===== config.mk =====
export PLATFORM = sky130hd
export DESIGN_NAME = scia_adapter
export DESIGN_NICKNAME = d
export VERILOG_FILES = /design/src/hw/scia_pkg.sv /design/src/hw/scia_interval_mon.sv /design/src/hw/scia_adapter.sv
export SDC_FILE = /design/constraint.sdc
export NUM_CORES = 1
export LEC_CHECK = 0
export BUFFER_PORTS_ARGS = -buffer_cell sky130_fd_sc_hd__buf_4
export CORE_AREA = 2 2 95 97
export CTS_CLUSTER_SIZE = 28
export DETAILED_ROUTE_END_ITERATION = 6
export DIE_AREA = 0 0 97 99
export GPL_ROUTABILITY_DRIVEN = 0
export GPL_TIMING_DRIVEN = 0
export PLACE_DENSITY_LB_ADDON = 0.25
export SLEW_MARGIN = 5
export SYNTH_ARGS = -nofsm -noshare
export SYNTH_HDL_FRONTEND = slang
export SYNTH_HIERARCHICAL = 1
export SYNTH_SLANG_ARGS = --single-unit

===== constraint.sdc =====
create_clock -name sys_clk -period 2.1 [get_ports sys_clk]
set_input_delay 0.21 -clock sys_clk [delete_from_list [all_inputs] [get_ports sys_clk]]
set_output_delay 0.21 -clock sys_clk [all_outputs]
set_load 0.05 [all_outputs]

===== src/hw/scia_pkg.sv =====
package scia_pkg;

    // Cyclic assembly sizes in bytes.
    localparam int unsigned OUT_ASM_BYTES = 4;
    localparam int unsigned IN_ASM_BYTES  = 12;

    // Addressing of the two assemblies.
    localparam logic [7:0] ASM_CLASS     = 8'h04;
    localparam logic [7:0] ASM_OUT_INST  = 8'h64;
    localparam logic [7:0] ASM_IN_INST   = 8'h65;
    localparam logic [7:0] ASM_ATTR      = 8'h03;

    // Byte offsets inside the assemblies.
    localparam logic [3:0] OFS_COMMAND   = 4'h0;
    localparam logic [3:0] OFS_CMD_SPARE = 4'h2;
    localparam logic [3:0] OFS_STATUS    = 4'h0;
    localparam logic [3:0] OFS_STAT_SPARE = 4'h2;
    localparam logic [3:0] OFS_CURRENT   = 4'h4;
    localparam logic [3:0] OFS_TRIP      = 4'h8;
    localparam logic [3:0] OFS_TAIL_SPARE = 4'hA;

    // Field positions in command_word.
    localparam int unsigned CMD_RUN_BIT   = 6;
    localparam int unsigned CMD_RESET_BIT = 7;
    localparam int unsigned CMD_MSET_BIT  = 13;

    // Field positions in starter_status_word.
    localparam int unsigned ST_READY_BIT   = 0;
    localparam int unsigned ST_OPMODE_BIT  = 1;
    localparam int unsigned ST_RUNNING_BIT = 2;
    localparam int unsigned ST_TRIP_BIT    = 3;
    localparam int unsigned ST_JOGF_BIT    = 4;
    localparam int unsigned ST_JOGR_BIT    = 5;
    localparam int unsigned ST_WARN_BIT    = 7;
    localparam int unsigned ST_FULLV_BIT   = 8;
    localparam int unsigned ST_NETSRC_BIT  = 9;
    localparam int unsigned ST_THERM_BIT   = 15;

    // Reset values.
    localparam logic [31:0] OUT_ASM_RESET = 32'h0000_0000;
    localparam logic [15:0] WORD_RESET    = 16'h0000;
    localparam logic [31:0] LONG_RESET    = 32'h0000_0000;
    localparam logic [7:0]  BYTE_ZERO     = 8'h00;

    // Timing of the cyclic exchange.
    localparam int unsigned SYS_CLK_HZ       = 10_000_000;
    localparam int unsigned MIN_INTERVAL_US  = 1000;
    localparam int unsigned MIN_INTERVAL_CYC = MIN_INTERVAL_US * (SYS_CLK_HZ / 1_000_000);

    typedef struct packed {
        logic       valid;
        logic       wr;
        logic [7:0] cls;
        logic [7:0] inst;
        logic [7:0] attr;
        logic [3:0] idx;
        logic [7:0] wdata;
    } scia_req_s;

    typedef struct packed {
        logic       valid;
        logic       err;
        logic [7:0] rdata;
    } scia_ans_s;

    typedef struct packed {
        logic        ready;
        logic        op_mode;
        logic        active;
        logic        tripped;
        logic        jog_fwd;
        logic        jog_rev;
        logic        warning;
        logic        full_volt;
        logic        over_thermal;
        logic [31:0] current;
        logic [15:0] trip_code;
    } scia_starter_s;

    typedef struct packed {
        logic run;
        logic trip_reset;
        logic motor_set;
        logic net_enabled;
    } scia_ctl_s;

endpackage


===== src/hw/scia_interval_mon.sv =====
`timescale 1ns/1ps
module scia_interval_mon
    import scia_pkg::*;
#(
    parameter int unsigned MIN_CYC = MIN_INTERVAL_CYC,
    parameter int unsigned CNT_W   = 16
) (
    input  wire logic sys_clk,
    input  wire logic rst_b,
    input  wire logic commit,
    output logic      too_soon
);

    typedef struct packed {
        logic             seen;
        logic [CNT_W-1:0] cnt;
    } scia_mon_s;

    localparam logic [CNT_W-1:0] CNT_LIMIT = CNT_W'(MIN_CYC - 1);
    localparam logic [CNT_W-1:0] CNT_ONE   = CNT_W'(1);

    scia_mon_s mon_r;
    scia_mon_s mon_nxt;

    // Counting saturates so a long idle gap never wraps into a false alarm.
    always_comb begin
        mon_nxt  = mon_r;
        too_soon = commit && mon_r.seen && (mon_r.cnt < CNT_LIMIT);
        if (commit) begin
            mon_nxt.seen = 1'b1;
            mon_nxt.cnt  = '0;
        end else if (mon_r.cnt < CNT_LIMIT) begin
            mon_nxt.cnt = mon_r.cnt + CNT_ONE;
        end
    end

    always_ff @(posedge sys_clk) begin
        if (!rst_b) begin
            mon_r <= '0;
        end else begin
            mon_r <= mon_nxt;
        end
    end

endmodule


===== src/hw/scia_adapter.sv =====
// How it works
// - Only a 4-byte output assembly and a 12-byte input assembly exist.
// - Multi-byte fields travel least significant byte first.
// - Run bit one issues a start command to the starter.
// - Run bit zero issues a stop, whatever the top bit holds.
// - Trip reset only on a zero-to-one change of the reset bit.
// - A first byte of C0h gives trip reset and start together.
// - Motor set bit picks primary or secondary set, taken at next start.
// - Status bits 2,3,4,5,7 show active, tripped, jog directions, warning.
// - Status bit 8 shows full voltage, bit 9 shows network command source.
// - Status bit 15 shows motor above thermal capacity.
// - Input bytes 4 to 7 carry average current in 0.01 A units.
// - Input bytes 8 and 9 carry the 16-bit trip code.
// - Written output data is held until overwritten or reset.
// - A held command is resent when network control resumes.
// - The adapter is a managed I/O adapter serving one scanner.
// - Commands reach the starter only when the network is the command source.
`timescale 1ns/1ps
module scia_adapter
    import scia_pkg::*;
#(
    parameter int unsigned MIN_CYC = MIN_INTERVAL_CYC,
    parameter int unsigned MON_W   = 16
) (
    input  wire logic          sys_clk,
    input  wire logic          rst_b,
    input  wire scia_req_s     req,
    input  wire logic          commit,
    input  wire scia_starter_s starter,
    input  wire logic          cmd_src_network,
    input  wire logic          override_active,
    input  wire logic          disable_active,
    output scia_ans_s          ans,
    output scia_ctl_s          ctl,
    output logic               interval_fault
);

    typedef struct packed {
        logic [31:0] out_buf;
        logic [15:0] cmd_applied;
        logic        prev_reset;
        logic [15:0] snap_status;
        logic [31:0] snap_current;
        logic [15:0] snap_trip;
        scia_ans_s   ans;
        scia_ctl_s   ctl;
        logic        interval_fault;
    } scia_state_s;

    scia_state_s st_r;
    scia_state_s st_nxt;

    logic        too_soon;
    logic [15:0] live_status;
    logic        net_gate;
    logic        out_hit;
    logic        in_hit;

    // Replaces one byte of a 32-bit little-endian word.
    function automatic logic [31:0] put_byte(input logic [31:0] word,
                                             input logic [1:0]  pos,
                                             input logic [7:0]  data);
        logic [31:0] res;
        res = word;
        case (pos)
            2'h0: res[7:0]   = data;
            2'h1: res[15:8]  = data;
            2'h2: res[23:16] = data;
            2'h3: res[31:24] = data;
            default: res = word;
        endcase
        return res;
    endfunction

    // Picks one byte of the input assembly; spare bytes read zero.
    function automatic logic [7:0] in_byte(input logic [3:0]  idx,
                                           input logic [15:0] status,
                                           input logic [31:0] current,
                                           input logic [15:0] trip);
        logic [7:0] res;
        res = BYTE_ZERO;
        case (idx)
            OFS_STATUS:          res = status[7:0];
            OFS_STATUS + 4'h1:   res = status[15:8];
            OFS_CURRENT:         res = current[7:0];
            OFS_CURRENT + 4'h1:  res = current[15:8];
            OFS_CURRENT + 4'h2:  res = current[23:16];
            OFS_CURRENT + 4'h3:  res = current[31:24];
            OFS_TRIP:            res = trip[7:0];
            OFS_TRIP + 4'h1:     res = trip[15:8];
            default:             res = BYTE_ZERO;
        endcase
        return res;
    endfunction

    // check: flags a scanner that commits exchanges too close together.
    scia_interval_mon #(
        .MIN_CYC (MIN_CYC),
        .CNT_W   (MON_W)
    ) u_interval_mon (
        .sys_clk  (sys_clk),
        .rst_b    (rst_b),
        .commit   (commit),
        .too_soon (too_soon)
    );

    // activity, trip, jog and warning bits.
    always_comb begin
        live_status                 = WORD_RESET;
        live_status[ST_READY_BIT]   = starter.ready;
        live_status[ST_OPMODE_BIT]  = starter.op_mode;
        live_status[ST_RUNNING_BIT] = starter.active;
        live_status[ST_TRIP_BIT]    = starter.tripped;
        live_status[ST_JOGF_BIT]    = starter.jog_fwd;
        live_status[ST_JOGR_BIT]    = starter.jog_rev;
        live_status[ST_WARN_BIT]    = starter.warning;
        live_status[ST_FULLV_BIT]   = starter.full_volt;
        live_status[ST_NETSRC_BIT]  = cmd_src_network;
        live_status[ST_THERM_BIT]   = starter.over_thermal;
    end

    // network gate.
    // The gate also drops while overridden or disabled, so a held command
    // resumes on its own once control returns.
    assign net_gate = cmd_src_network && !override_active && !disable_active;

    assign out_hit = req.valid && req.wr && (req.cls == ASM_CLASS)
                     && (req.inst == ASM_OUT_INST) && (req.attr == ASM_ATTR)
                     && (req.idx < 4'(OUT_ASM_BYTES));

    assign in_hit = req.valid && !req.wr && (req.cls == ASM_CLASS)
                    && (req.inst == ASM_IN_INST) && (req.attr == ASM_ATTR)
                    && (req.idx < 4'(IN_ASM_BYTES));

    always_comb begin
        st_nxt                = st_r;
        st_nxt.ans.valid      = req.valid;
        st_nxt.ans.err        = req.valid && !out_hit && !in_hit;
        st_nxt.ans.rdata      = BYTE_ZERO;
        st_nxt.ctl.trip_reset = 1'b0;

        if (out_hit) begin
            st_nxt.out_buf = put_byte(st_r.out_buf, req.idx[1:0], req.wdata);
        end

        // status read out little-endian from the last snapshot.
        if (in_hit) begin
            st_nxt.ans.rdata = in_byte(req.idx, st_r.snap_status,
                                       st_r.snap_current, st_r.snap_trip);
        end

        // A commit closes one exchange: the command takes effect and the
        // status is frozen so multi-byte fields read back consistent.
        if (commit) begin
            st_nxt.cmd_applied = st_r.out_buf[15:0];
            st_nxt.prev_reset  = st_r.out_buf[CMD_RESET_BIT];
            st_nxt.snap_current = starter.current;
            st_nxt.snap_trip    = starter.trip_code;
            st_nxt.snap_status  = live_status;
            if (net_gate && st_r.out_buf[CMD_RESET_BIT] && !st_r.prev_reset) begin
                st_nxt.ctl.trip_reset = 1'b1;
            end
        end

        st_nxt.ctl.run         = net_gate && st_nxt.cmd_applied[CMD_RUN_BIT];
        st_nxt.ctl.net_enabled = net_gate;

        if (st_nxt.ctl.run && !st_r.ctl.run) begin
            st_nxt.ctl.motor_set = st_nxt.cmd_applied[CMD_MSET_BIT];
        end

        // Sticky until reset; a misbehaving scanner must stay visible.
        if (too_soon) begin
            st_nxt.interval_fault = 1'b1;
        end
    end

    always_ff @(posedge sys_clk) begin
        if (!rst_b) begin
            st_r.out_buf        <= OUT_ASM_RESET;
            st_r.cmd_applied    <= WORD_RESET;
            st_r.prev_reset     <= 1'b0;
            st_r.snap_status    <= WORD_RESET;
            st_r.snap_current   <= LONG_RESET;
            st_r.snap_trip      <= WORD_RESET;
            st_r.ans            <= '0;
            st_r.ctl            <= '0;
            st_r.interval_fault <= 1'b0;
        end else begin
            st_r <= st_nxt;
        end
    end

    assign ans            = st_r.ans;
    assign ctl            = st_r.ctl;
    assign interval_fault = st_r.interval_fault;

endmodule


# Word level (Yosys, flattened, before mapping)
# Index checks and enable logic that the tools add are counted.
[word_totals] reg_bits=119 input_bits=101 wordCells=72
[op_classes] add_sub_neg=1 order_cmp=3 eq_ne=12 mux=3 n_bitwise=1 n_reduce_logical=34
[ops] cell="79-bit two-way mux" count=1
[ops] cell="8-bit one-hot mux with 8 select lines" count=1
[ops] cell="1-bit logical AND" count=20
[ops] cell="16-bit by 1-bit adder with 16-bit output, second input constant" count=1
[ops] cell="4-bit by 3-bit equality test with 1-bit output, second input constant" count=4
[ops] cell="8-bit by 7-bit equality test with 1-bit output, second input constant" count=2
[ops] cell="16-bit by 14-bit less-than comparator with 1-bit output, second input constant" count=1
[ops] cell="4-bit equality test, second input constant" count=2
[ops] cell="8-bit by 2-bit equality test with 1-bit output, second input constant" count=1
[ops] cell="8-bit by 3-bit equality test with 1-bit output, second input constant" count=1
[ops] cell="2-bit AND reduction" count=4
[ops] cell="1-bit logical NOT" count=7
[ops] cell="4-bit by 1-bit equality test with 1-bit output, second input constant" count=1
[ops] cell="4-bit logical NOT" count=1
[ops] cell="4-bit by 3-bit less-than comparator with 1-bit output, second input constant" count=1
[ops] cell="4-bit less-than comparator, second input constant" count=1
[ops] cell="2-bit by 1-bit equality test with 1-bit output, second input constant" count=1
[ops] cell="2-bit logical NOT" count=1
[ops] cell="2-bit OR reduction" count=1
[ops] cell="1-bit two-way mux" count=1
[ops] cell="1-bit inverter" count=1

# Depth between registers and ports, before layout
# Gate-level depths: netlist of run 1.
[depth] word_depth=8 mapped_depth=6 ltp_nobuf=5

# Modules after synthesis
# Netlist of run 1, hierarchy kept.
[modules_own_cells] mod="scia_adapter" instances=1 cells_each=357 area_each_um2=3580.9
[modules_own_cells] mod="scia_interval_mon" instances=1 cells_each=98 area_each_um2=865.8

# Worst setup path after synthesis of run 1
# Ideal clock, no wire load.
[synth_path] path_kind="reg2reg" startpoint="reg u_interval_mon/mon_r[4] (netlist name)" endpoint="reg u_interval_mon/mon_r[7] (netlist name)" setup_time_ns=0.132 arrival_ns=1.756 t_required_ns=1.968 path_slack_ns=0.211 stages_incl_launch_ff=7 path_buffers=2 period_less_slack_ns=1.889 cell_sequence="dfxtp_1 > buf_6 > or4_4 > o211a_4 > buf_4 > o41ai_1 > a21oi_1"
[synth_via] elab_chain_len=1 elab_cells_between_ends=2
[synth_rtl] item="from (decl)" line="scia_interval_mon.sv:22" text="scia_mon_s mon_r;"
[synth_rtl] item="from (signal assigned)" line="scia_interval_mon.sv:41" text="mon_r <= mon_nxt;"
[synth_rtl] item="16-bit by 1-bit adder with 16-bit output / 16-bit by 14-bit less-than comparator with 1-bit output (equally long branches)" line="scia_interval_mon.sv:33, scia_interval_mon.sv:32"
# Parallel ways exist; a longest one is shown, timed or not.
# A chain may end at the register's enable or synchronous reset.

# Worst setup path after layout of run 1
# Ends and elaborated chain as after synthesis.

==> run summary, run 1 <==
Outcome - finished, final reports clean
CTS tree - built
Critical Path Source - u_interval_mon/mon_r[4]
Syn Area/Cell - 9.77 µm²
Leakage - 0.00249 µW
Setup Skew - 8.88 ps
Postcts setup bufs - 0
Synth cell types - 53
Clk root buf - clkbuf_8
Worst Path Buf+Inv - 2
Commonest cells after routing, fill and taps aside - buf_4, dfxtp_1, mux2i_1, nor2b_1, clkbuf_1
Class of the most critical setup path - flop to flop
Largest net degree at the start of global routing - 18
Min-delay src - req[37]
CP Launch Type - flop
Clock transition at path regs - 100 ps
Synth Cell Area - 0.00445 mm²
Initial DRC count - 165
Pins Over Slew Limit - 0
PD cells - 671 mW/mm²
Hold-fix buffers at CTS - 0
DIE AREA - 0.00960 mm²
Unrepaired setup endpoints after global routing - false
Std-Cell Core Area - 0.00855 mm²
Crit path DAT - 2250 ps
Slew headroom - 48.0%
Worst Hold Class - input port to flop
Crit path largest cell delay - 550 ps
Initial antenna violation count - 0
Top Ports - 116
Leading cell type in the layout, fill and taps excluded - buf_4
Ys Warns - 6
DR WL/cell - 16.2 µm
Power Total - 3770 µW
Remaining DRCs - 0
Number of global-route vias before repair - 3735
Final WL - 11100 µm
Critical Path RT - 2330 ps
Syn nets - 557
Final Hold Fails - 0
Area Growth Syn to Fin - 26.4%
Rows - 34
Number of antenna-violating nets in the routed design - 0
Routed via count - 3762
Overflow after GRT - 0
Initial Util - 52.0%
All-Layer GR Usage - 23.4%
Sum Neg Setup Slack - 0 ps
H-tree levels - 3
CTS Buf Count - 9
Die Ht - 99 µm
Worst slew pin tran - 779 ps
Post-synthesis sequential area ratio - 43.2%
First-pass GRT wire length - 18100 µm
DR vias/cell - 5.48
Clock Sinks - 96
Commonest register cell after synthesis - dfxtp_1
Number of synthesized flops with an enable pin - 0
Final Cycle Share - 96.3%
Top delay family on crit path - compound AO/OA/AOI/OAI gates
Fin nets - 676
Crit. End Element - flop
Worst reg2reg path startpoint - u_interval_mon/mon_r[4]
Clk_lat worst skew - 360 ps
Maxcap violations - 0
Crit-path cells - buf_6, or4_4, o211a_4, buf_4, o41ai_1, a21oi_1
Hpwl dp - 8490 µm
Min Tclk post-route - 2020 ps
IO buf count - 108
Slowest-stage cell, CP - or4_4
CTS Buffer Depth - 2
Share of cells above drive strength 1 - 27.6%
Maximum fanout along the worst path - 10
Max Freq - 0.494 GHz
Die X-Extent - 97 µm
Asr flop ratio synth - 0%
Initial DRT Pass Iterations - 6
Seq cells post-synth - 96
Synth Instances - 455
Final setup violation count - 0
Number of diodes - 0
Post-cts sizing count - 0
VDD IR max - 0.000356 V
## state kept, by name, indices dropped and copies added (netlist names)
register	flops
u_interval_mon/mon_r	17
st_r	64
ctl	4
ans	10
interval_fault	1
## cells by family after synthesis
group	share of synthesized area [%]
compound gates	11.9
xor+xnor	0.394
fa+ha+maj	0.281
buf+inv	6.05
flops	43.2
mux	16.3
simple gates	21.9
## metal layers
| metal | vias up | GRT usage, % | wire, µm |
|---|---|---|---|
| met5 | - | 0 | 0 |
| met4 | 0 | 7.91 | 197 |
| met3 | 18 | 3.26 | 570 |
| met2 | 125 | 41.2 | 5590 |
| met1 | 1766 | 29.6 | 4760 |
| li1 | 1853 | - | - |
## final timing paths
check | to | slack (ps) | depth (start not counted)
hold / removal | ans[9] | 60 | 3
setup reg to reg | u_interval_mon/mon_r[7] | 80 | 6
setup / recovery | u_interval_mon/mon_r[7] | 80 | 6
hold reg to reg | ctl[2] | 430 | 1
## synthesized netlist by cell type, types with 2 or more instances
cell	count	area [µm²]
nand4_1	6	37.5
nand2_1	20	75.1
inv_1	6	22.5
o21a_1	3	22.5
o31ai_1	6	45.0
clkbuf_1	21	78.8
buf_4	15	113
o211ai_1	4	30.0
mux2_2	2	22.5
or3_1	2	12.5
o31a_2	4	40.0
o211a_1	2	20.0
nor2b_1	66	413
o21ai_0	6	30.0
mux2i_1	70	701
nor4_4	2	42.5
a31oi_1	4	25.0
a41o_1	2	20.0
and2_1	3	18.8
buf_2	5	25.0
or4_1	7	52.6
buf_1	2	7.51
a22oi_1	13	97.6
nand4b_1	2	17.5
o22ai_1	3	18.8
xnor2_1	2	17.5
dfxtp_1	96	1920
nand2b_1	3	18.8
nand3_1	9	45.0
nor3_1	9	45.0
nor3b_1	3	22.5
and3_1	9	56.3
a21oi_1	14	70.1
buf_6	2	22.5
nor2_1	13	48.8
and4_1	2	17.5
## worst min-delay path, stage by stage
cell and delay [ps]:
buf_4 80, nand2_1 60, inv_1 50
## final cells by class
cell class,count,area [µm²]
multi-input cells,308,2260
clock buffers,9,124
flip-flops and latches,96,1920
well taps,108,135
fillers,700,2930
plain buffers,45,246
clock inverters,7,103
inverters,6,22.5
repair buffers,108,811
## power breakdown
part	total [µW]	internal (µW)	leakage (µW)	switching, µW
sequential	1930	1890	0.000786	41.1
clock	1380	683	0.000104	693
combinational	463	249	0.00160	214
total	3770	2830	0.00249	948
## stage by stage
stage | worst slack, ps | utilization, % | hold slack [ps] | instance area, µm² | instances
3_3_place_gp | 140 | 63.1 | 406 | 5390 | 671
5_1_grt | 26.7 | 65.7 | 76.8 | 5620 | 687
2_1_floorplan | 211 | - | 320 | 4450 | 455
3_5_place_dp | 111 | 63.1 | 418 | 5390 | 671
4_1_cts | 84.5 | 65.7 | 53.5 | 5620 | 687
6_report | 76.8 | 65.7 | 61.7 | 5620 | 687
Note: power is estimated with default switching activity, not from simulation.
==> inputs of run 2 (changes only) <==
--- a/config.mk
+++ b/config.mk
@@ -13,6 +13,7 @@
 export GPL_ROUTABILITY_DRIVEN = 0
 export GPL_TIMING_DRIVEN = 0
 export PLACE_DENSITY_LB_ADDON = 0.25
+export RECOVER_POWER = 100
 export SLEW_MARGIN = 5
 export SYNTH_ARGS = -nofsm -noshare
 export SYNTH_HDL_FRONTEND = slang
==> run 2 against run 1 <==
- fmax up 0.11%
- cell area decreased by 1.6%
- register-to-register slack hardly changed
==> run summary, run 2 (synthesized netlist as in run 1, its figures left out) <==
Sw Share - 25.2% (+0.060 points)
VDD IR max - 0.000356 V (+0.14%)
Switching power total - 949 µW (+0.13%)
Worst setup margin - 79.0 ps (+2.19 ps)
Top Ports - 116 (unchanged)
Initial Util - 52.0% (unchanged)
Die X-Extent - 97 µm (unchanged)
Class of the most critical setup path - flop to flop
Setup Skew - 8.17 ps (-0.710 ps)
Placed cell areas - 0.00539 mm² (unchanged)
Clock Sinks - 96 (unchanged)
Crit path DAT - 2250 ps (about the same)
Initial DRC count - 197 (+19%)
Area of the multi-input gates - 0.00224 mm² (-0.67%)
Maximum fanout along the worst path - 10 (unchanged)
Combinational power share - 12.1% (-0.2 points)
Filler cells - 727 (+3.9%)
Overflow after GRT - 0 (unchanged)
Flip-flop and latch area - 0.00192 mm² (unchanged)
All-Layer GR Usage - 23.4% (unchanged)
Sum Neg Setup Slack - 0 ps (unchanged)
Post-layout util - 64.6% (-1.1 points)
Maxcap violations - 0 (unchanged)
Slew headroom - 46.8% (-1.2 points)
Initial DRT Pass Iterations - 5 (-1)
Clk root buf - clkbuf_8
Number of antenna-violating nets in the routed design - 0 (unchanged)
Fin nets - 676 (unchanged)
R2r worst-path depth - 6 (unchanged)
Leakage - 0.00239 µW (-4.1%)
DR WL/cell - 16.1 µm (-0.67%)
Number of diodes - 0 (unchanged)
First-pass GRT wire length - 18100 µm (unchanged)
Final Hold Fails - 0 (unchanged)
H-tree levels - 3 (unchanged)
CTS tree - built
Area Growth Syn to Fin - 24.3%
Leading cell type in the layout, fill and taps excluded - buf_4
Clk_lat worst skew - 360 ps (about the same)
Busiest grt layer - met2
Max reg flops - 64 (unchanged)
Remaining DRCs - 0 (unchanged)
Met2 Use GR - 41.2% (unchanged)
Largest net degree at the start of global routing - 18 (unchanged)
DIE AREA - 0.00960 mm² (unchanged)
WHS Path Cells - 3 (unchanged)
Clock transition at path regs - 100 ps (about the same)
Final setup violation count - 0 (unchanged)
Fin area - 0.00553 mm² (-1.6%)
GRT met1 Usage - 29.6% (unchanged)
P_int - 2820 µW (-0.19%)
GR Util met3 - 3.26% (unchanged)
Hold-fix buffers at CTS - 0 (unchanged)
Die Ht - 99 µm (unchanged)
CTS Buf Count - 9 (unchanged)
Clock share of power - 36.6% (about the same)
CTS Buffer Depth - 2 (unchanged)
Biggest regs - st_r x64, u_interval_mon/mon_r x17, ans x10
Worst Hold Class - input port to flop
Hold_ws - 59.2 ps (-2.47 ps)
Std-Cell Core Area - 0.00855 mm² (unchanged)
Unrepaired setup endpoints after global routing - false
Hpwl dp - 8490 µm (unchanged)
Share of cells above drive strength 1 - 23.7% (-4.0 points)
Pre-CTS setup slack - 111 ps (unchanged)
Pins Over Slew Limit - 0 (unchanged)
Max Freq - 0.495 GHz (+0.11%)
Final WL - 11000 µm (-0.67%)
Critical Path RT - 2330 ps (about the same)
IO buf count - 108 (unchanged)
Outcome - finished, final reports clean
Post-cts sizing count - 0 (unchanged)
CP Launch Type - flop
Worst slew pin tran - 798 ps (+18.6 ps)
DR vias/cell - 5.47 (about the same)
Largest register by flop count - st_r
Number of global-route vias before repair - 3735 (unchanged)
PD cells - 682 mW/mm² (+1.5%)
Register share of total power - 51.3% (about the same)
Min Tclk post-route - 2020 ps (-2.19 ps)
Initial antenna violation count - 0 (unchanged)
Routed via count - 3761 (-0.027%)
Rows - 34 (unchanged)
Commonest cells after routing, fill and taps aside - buf_4, dfxtp_1, mux2i_1, nor2b_1, clkbuf_1
Final Cycle Share - 96.2% (-0.10 points)
Postcts setup bufs - 0 (unchanged)
Crit. End Element - flop
run 2: cell count changes in the layout (fill, tap and decap cells not counted), sizes merged:
cell,previous run,this run
buf,132,108
clkbuf,30,54
run 2: area by class of cell:
class                      instances  share of cell area, %
multi-input combinational        308                   40.5
sequential                        96                   34.8
timing repair buffer             108                   13.5
buffer                            45                   4.23
tap                              108                   2.44
clock buffer                       9                   2.24
clock inverter                     7                   1.86
inverter                           6                  0.407
run 2: metal layers:
metal / vias up / wire length (µm)
li1: 1848 / -
met1: 1768 / 4690
met2: 127 / 5560
met3: 18 / 604
met4: 0 / 197
met5: - / 0
run 2: worst max-delay path, stage by stage (launching register included):
cell and delay (ps):
dfxtp_1 320, buf_6 130, or4_4 550, o211a_4 270, buf_4 170, o41ai_1 350
a21oi_1 110
run 2: power by group through the flow:
stage	registers, µW	clock network, µW	logic [µW]
global route	1940	1470	497
global placement	1970	0	449
CTS	1930	1380	464
finish	1930	1380	456
floorplan	1970	0	250
detailed placement	1970	0	462
run 2: through the flow:
step | cells | power, µW
6_report | 687 | 3770
5_1_grt | 687 | 3910
4_1_cts | 687 | 3770
3_5_place_dp | 671 | 2440
3_3_place_gp | 671 | 2420
2_1_floorplan | 455 | 2220
run 2: path summary, 6_finish.rpt:
kind	start	end	slack (ps)
worst max-delay path	u_interval_mon/mon_r[4]	u_interval_mon/mon_r[7]	80
worst min-delay path	req[37]	ans[9]	60
worst max register to register	u_interval_mon/mon_r[4]	u_interval_mon/mon_r[7]	80
worst min register to register	st_r[87]	ctl[2]	430
==> inputs of run 3 (changes only) <==
--- a/config.mk
+++ b/config.mk
@@ -12,6 +12,7 @@
 export DIE_AREA = 0 0 97 99
 export GPL_ROUTABILITY_DRIVEN = 0
 export GPL_TIMING_DRIVEN = 0
+export MAX_ROUTING_LAYER = met4
 export PLACE_DENSITY_LB_ADDON = 0.25
 export RECOVER_POWER = 100
 export SLEW_MARGIN = 5
==> run 3 against run 2 <==
- clock skew is essentially flat
- count of clock-buffer cells in the layout is the same
- global-route usage grew 0.69 points
- cell area is the same
- die area is the same
- clock power is essentially flat
- critical endpoint unchanged
- largest power group unchanged
- sequential power is essentially flat
- wire length grew 0.24%
- sequential cell count is the same
- fmax shrank 0.52%
- first-iteration DRC count shrank 1.0%
- register-to-register slack is essentially flat
==> run summary, run 3 (synthesized netlist as in run 1, its figures left out) <==
Die X-Extent - 97 µm (unchanged)
Worst reg2reg path startpoint - u_interval_mon/mon_r[4]
Min-delay src - req[37]
Share of cells above drive strength 1 - 23.7% (unchanged)
Final Hold Fails - 0 (unchanged)
Final WL - 11100 µm (+0.24%)
Crit. End Element - flop
DR WL/cell - 16.1 µm (+0.24%)
Pins Over Slew Limit - 0 (unchanged)
CTS Buffer Depth - 2 (unchanged)
Final setup violation count - 0 (unchanged)
Final Cycle Share - 96.7% (+0.50 points)
R2r worst-path depth - 6 (unchanged)
Crit path DAT - 2260 ps (about the same)
Hold path endpoint - ans[9]
Clk_lat worst skew - 360 ps (about the same)
Routed via count - 3767 (+0.16%)
Slowest-stage cell, CP - or4_4
Clock transition at path regs - 100 ps (about the same)
First-pass GRT wire length - 18100 µm (about the same)
Biggest regs - st_r x64, u_interval_mon/mon_r x17, ans x10
Leakage - 0.00239 µW (unchanged)
Number of antenna-violating nets in the routed design - 0 (unchanged)
Outcome - finished, final reports clean
Crit-path cells - buf_6, or4_4, o211a_4, buf_4, o41ai_1, a21oi_1
Largest net degree at the start of global routing - 18 (unchanged)
Maxcap violations - 0 (unchanged)
Crit path largest cell delay - 550 ps (about the same)
Postcts setup bufs - 0 (unchanged)
Hold_ws - 59.8 ps (+0.550 ps)
Commonest cells after routing, fill and taps aside - buf_4, dfxtp_1, mux2i_1, nor2b_1, clkbuf_1
Fin nets - 676 (unchanged)
Maximum fanout along the worst path - 10 (unchanged)
Die Ht - 99 µm (unchanged)
VDD IR max - 0.000355 V (-0.20%)
Top Ports - 116 (unchanged)
Unrepaired setup endpoints after global routing - false
WHS Path Cells - 3 (unchanged)
Std-Cell Core Area - 0.00855 mm² (unchanged)
Worst slew pin tran - 812 ps (+14.0 ps)
H-tree levels - 3 (unchanged)
Remaining DRCs - 0 (unchanged)
Flip-flop and latch area - 0.00192 mm² (unchanged)
CTS tree - built
PD cells - 681 mW/mm² (-0.16%)
Class of the most critical setup path - flop to flop
Largest register by flop count - st_r
Initial DRT Pass Iterations - 5 (unchanged)
CP Launch Type - flop
Initial antenna violation count - 0 (unchanged)
Clk root buf - clkbuf_8
Hpwl dp - 8490 µm (unchanged)
Hold-fix buffers at CTS - 0 (unchanged)
R2R Path End - u_interval_mon/mon_r[7]
Worst Hold Class - input port to flop
Initial Util - 52.0% (unchanged)
DR vias/cell - 5.48 (+0.16%)
Min Tclk post-route - 2030 ps (+10.5 ps)
Max reg flops - 64 (unchanged)
Clock Sinks - 96 (unchanged)
Number of global-route vias before repair - 3737 (+0.054%)
Leading cell type in the layout, fill and taps excluded - buf_4
All-Layer GR Usage - 24.1% (+0.69 points)
Max Freq - 0.492 GHz (-0.52%)
Post-layout util - 64.6% (unchanged)
IO buf count - 108 (unchanged)
Slew headroom - 45.9% (-0.93 points)
Filler cells - 727 (unchanged)
Area Growth Syn to Fin - 24.3% (unchanged)
CTS Buf Count - 9 (unchanged)
Overflow after GRT - 0 (unchanged)
Sum Neg Setup Slack - 0 ps (unchanged)
Critical Path RT - 2330 ps (about the same)
R2R Setup Slk - 70 ps (about the same)
Setup Skew - 8.37 ps (+0.209 ps)
Post-cts sizing count - 0 (unchanged)
Number of diodes - 0 (unchanged)
DIE AREA - 0.00960 mm² (unchanged)
Area of the multi-input gates - 0.00224 mm² (unchanged)
Rows - 34 (unchanged)
Initial DRC count - 195 (-1.0%)
[run 3: cell counts in the layout (fill, tap and decap cells not counted)]
Identical to the previous run, type by type.
[run 3: worst max-delay path by stage]
stage | startpoint | end | slack, ps | cells after the start
after floorplan | u_interval_mon/mon_r[4] | u_interval_mon/mon_r[7] | 210 | 6
after global placement | u_interval_mon/mon_r[4] | u_interval_mon/mon_r[7] | 140 | 6
after detailed placement | u_interval_mon/mon_r[4] | u_interval_mon/mon_r[7] | 110 | 6
after CTS | u_interval_mon/mon_r[4] | u_interval_mon/mon_r[7] | 80 | 6
after global routing | u_interval_mon/mon_r[4] | u_interval_mon/mon_r[7] | 30 | 6
final | u_interval_mon/mon_r[4] | u_interval_mon/mon_r[7] | 70 | 6
[run 3: report_power, final]
part | total (µW) | switching, µW | internal (µW) | leakage [µW]
combinational | 456 | 212 | 244 | 0.00150
clock | 1370 | 690 | 683 | 0.000104
sequential | 1930 | 41.3 | 1890 | 0.000786
[run 3: cell type report]
class                   instances  area share, %
plain buffers                  45           4.23
clock buffers                   9           2.24
clock inverters                 7           1.86
inverters                       6          0.407
multi-input cells             308           40.5
flip-flops and latches         96           34.8
well taps                     108           2.44
repair buffers                108           13.5
[run 3: critical path, delay by kind of cell (launching register included)]
| kind | cells | cell delay [ps] |
|---|---|---|
| DFF | 1 | 320 |
| and+or+nand+nor | 1 | 550 |
| AOI/OAI and AO/OA | 3 | 740 |
| buffers and inverters | 2 | 300 |
[run 3: stage by stage]
| stage | power (µW) | instances | setup WS (ps) | area, µm² |
|---|---|---|---|---|
| CTS | 3770 | 687 | 84.5 | 5620 |
| floorplan | 2220 | 455 | 211 | 4450 |
| finish | 3760 | 687 | 68.5 | 5530 |
| global placement | 2420 | 671 | 140 | 5390 |
| detailed placement | 2440 | 671 | 111 | 5390 |
| global route | 3910 | 687 | 26.9 | 5530 |
[run 3: per-layer routing]
metal  share of wire [%]  vias to the layer above  GRT usage [%]
met2                  51                      129           41.2
met5                   0                        -              -
li1                    -                     1850              -
met3                 5.2                       18           2.98
met1                  42                     1770           29.7
met4                 1.8                        0           7.91
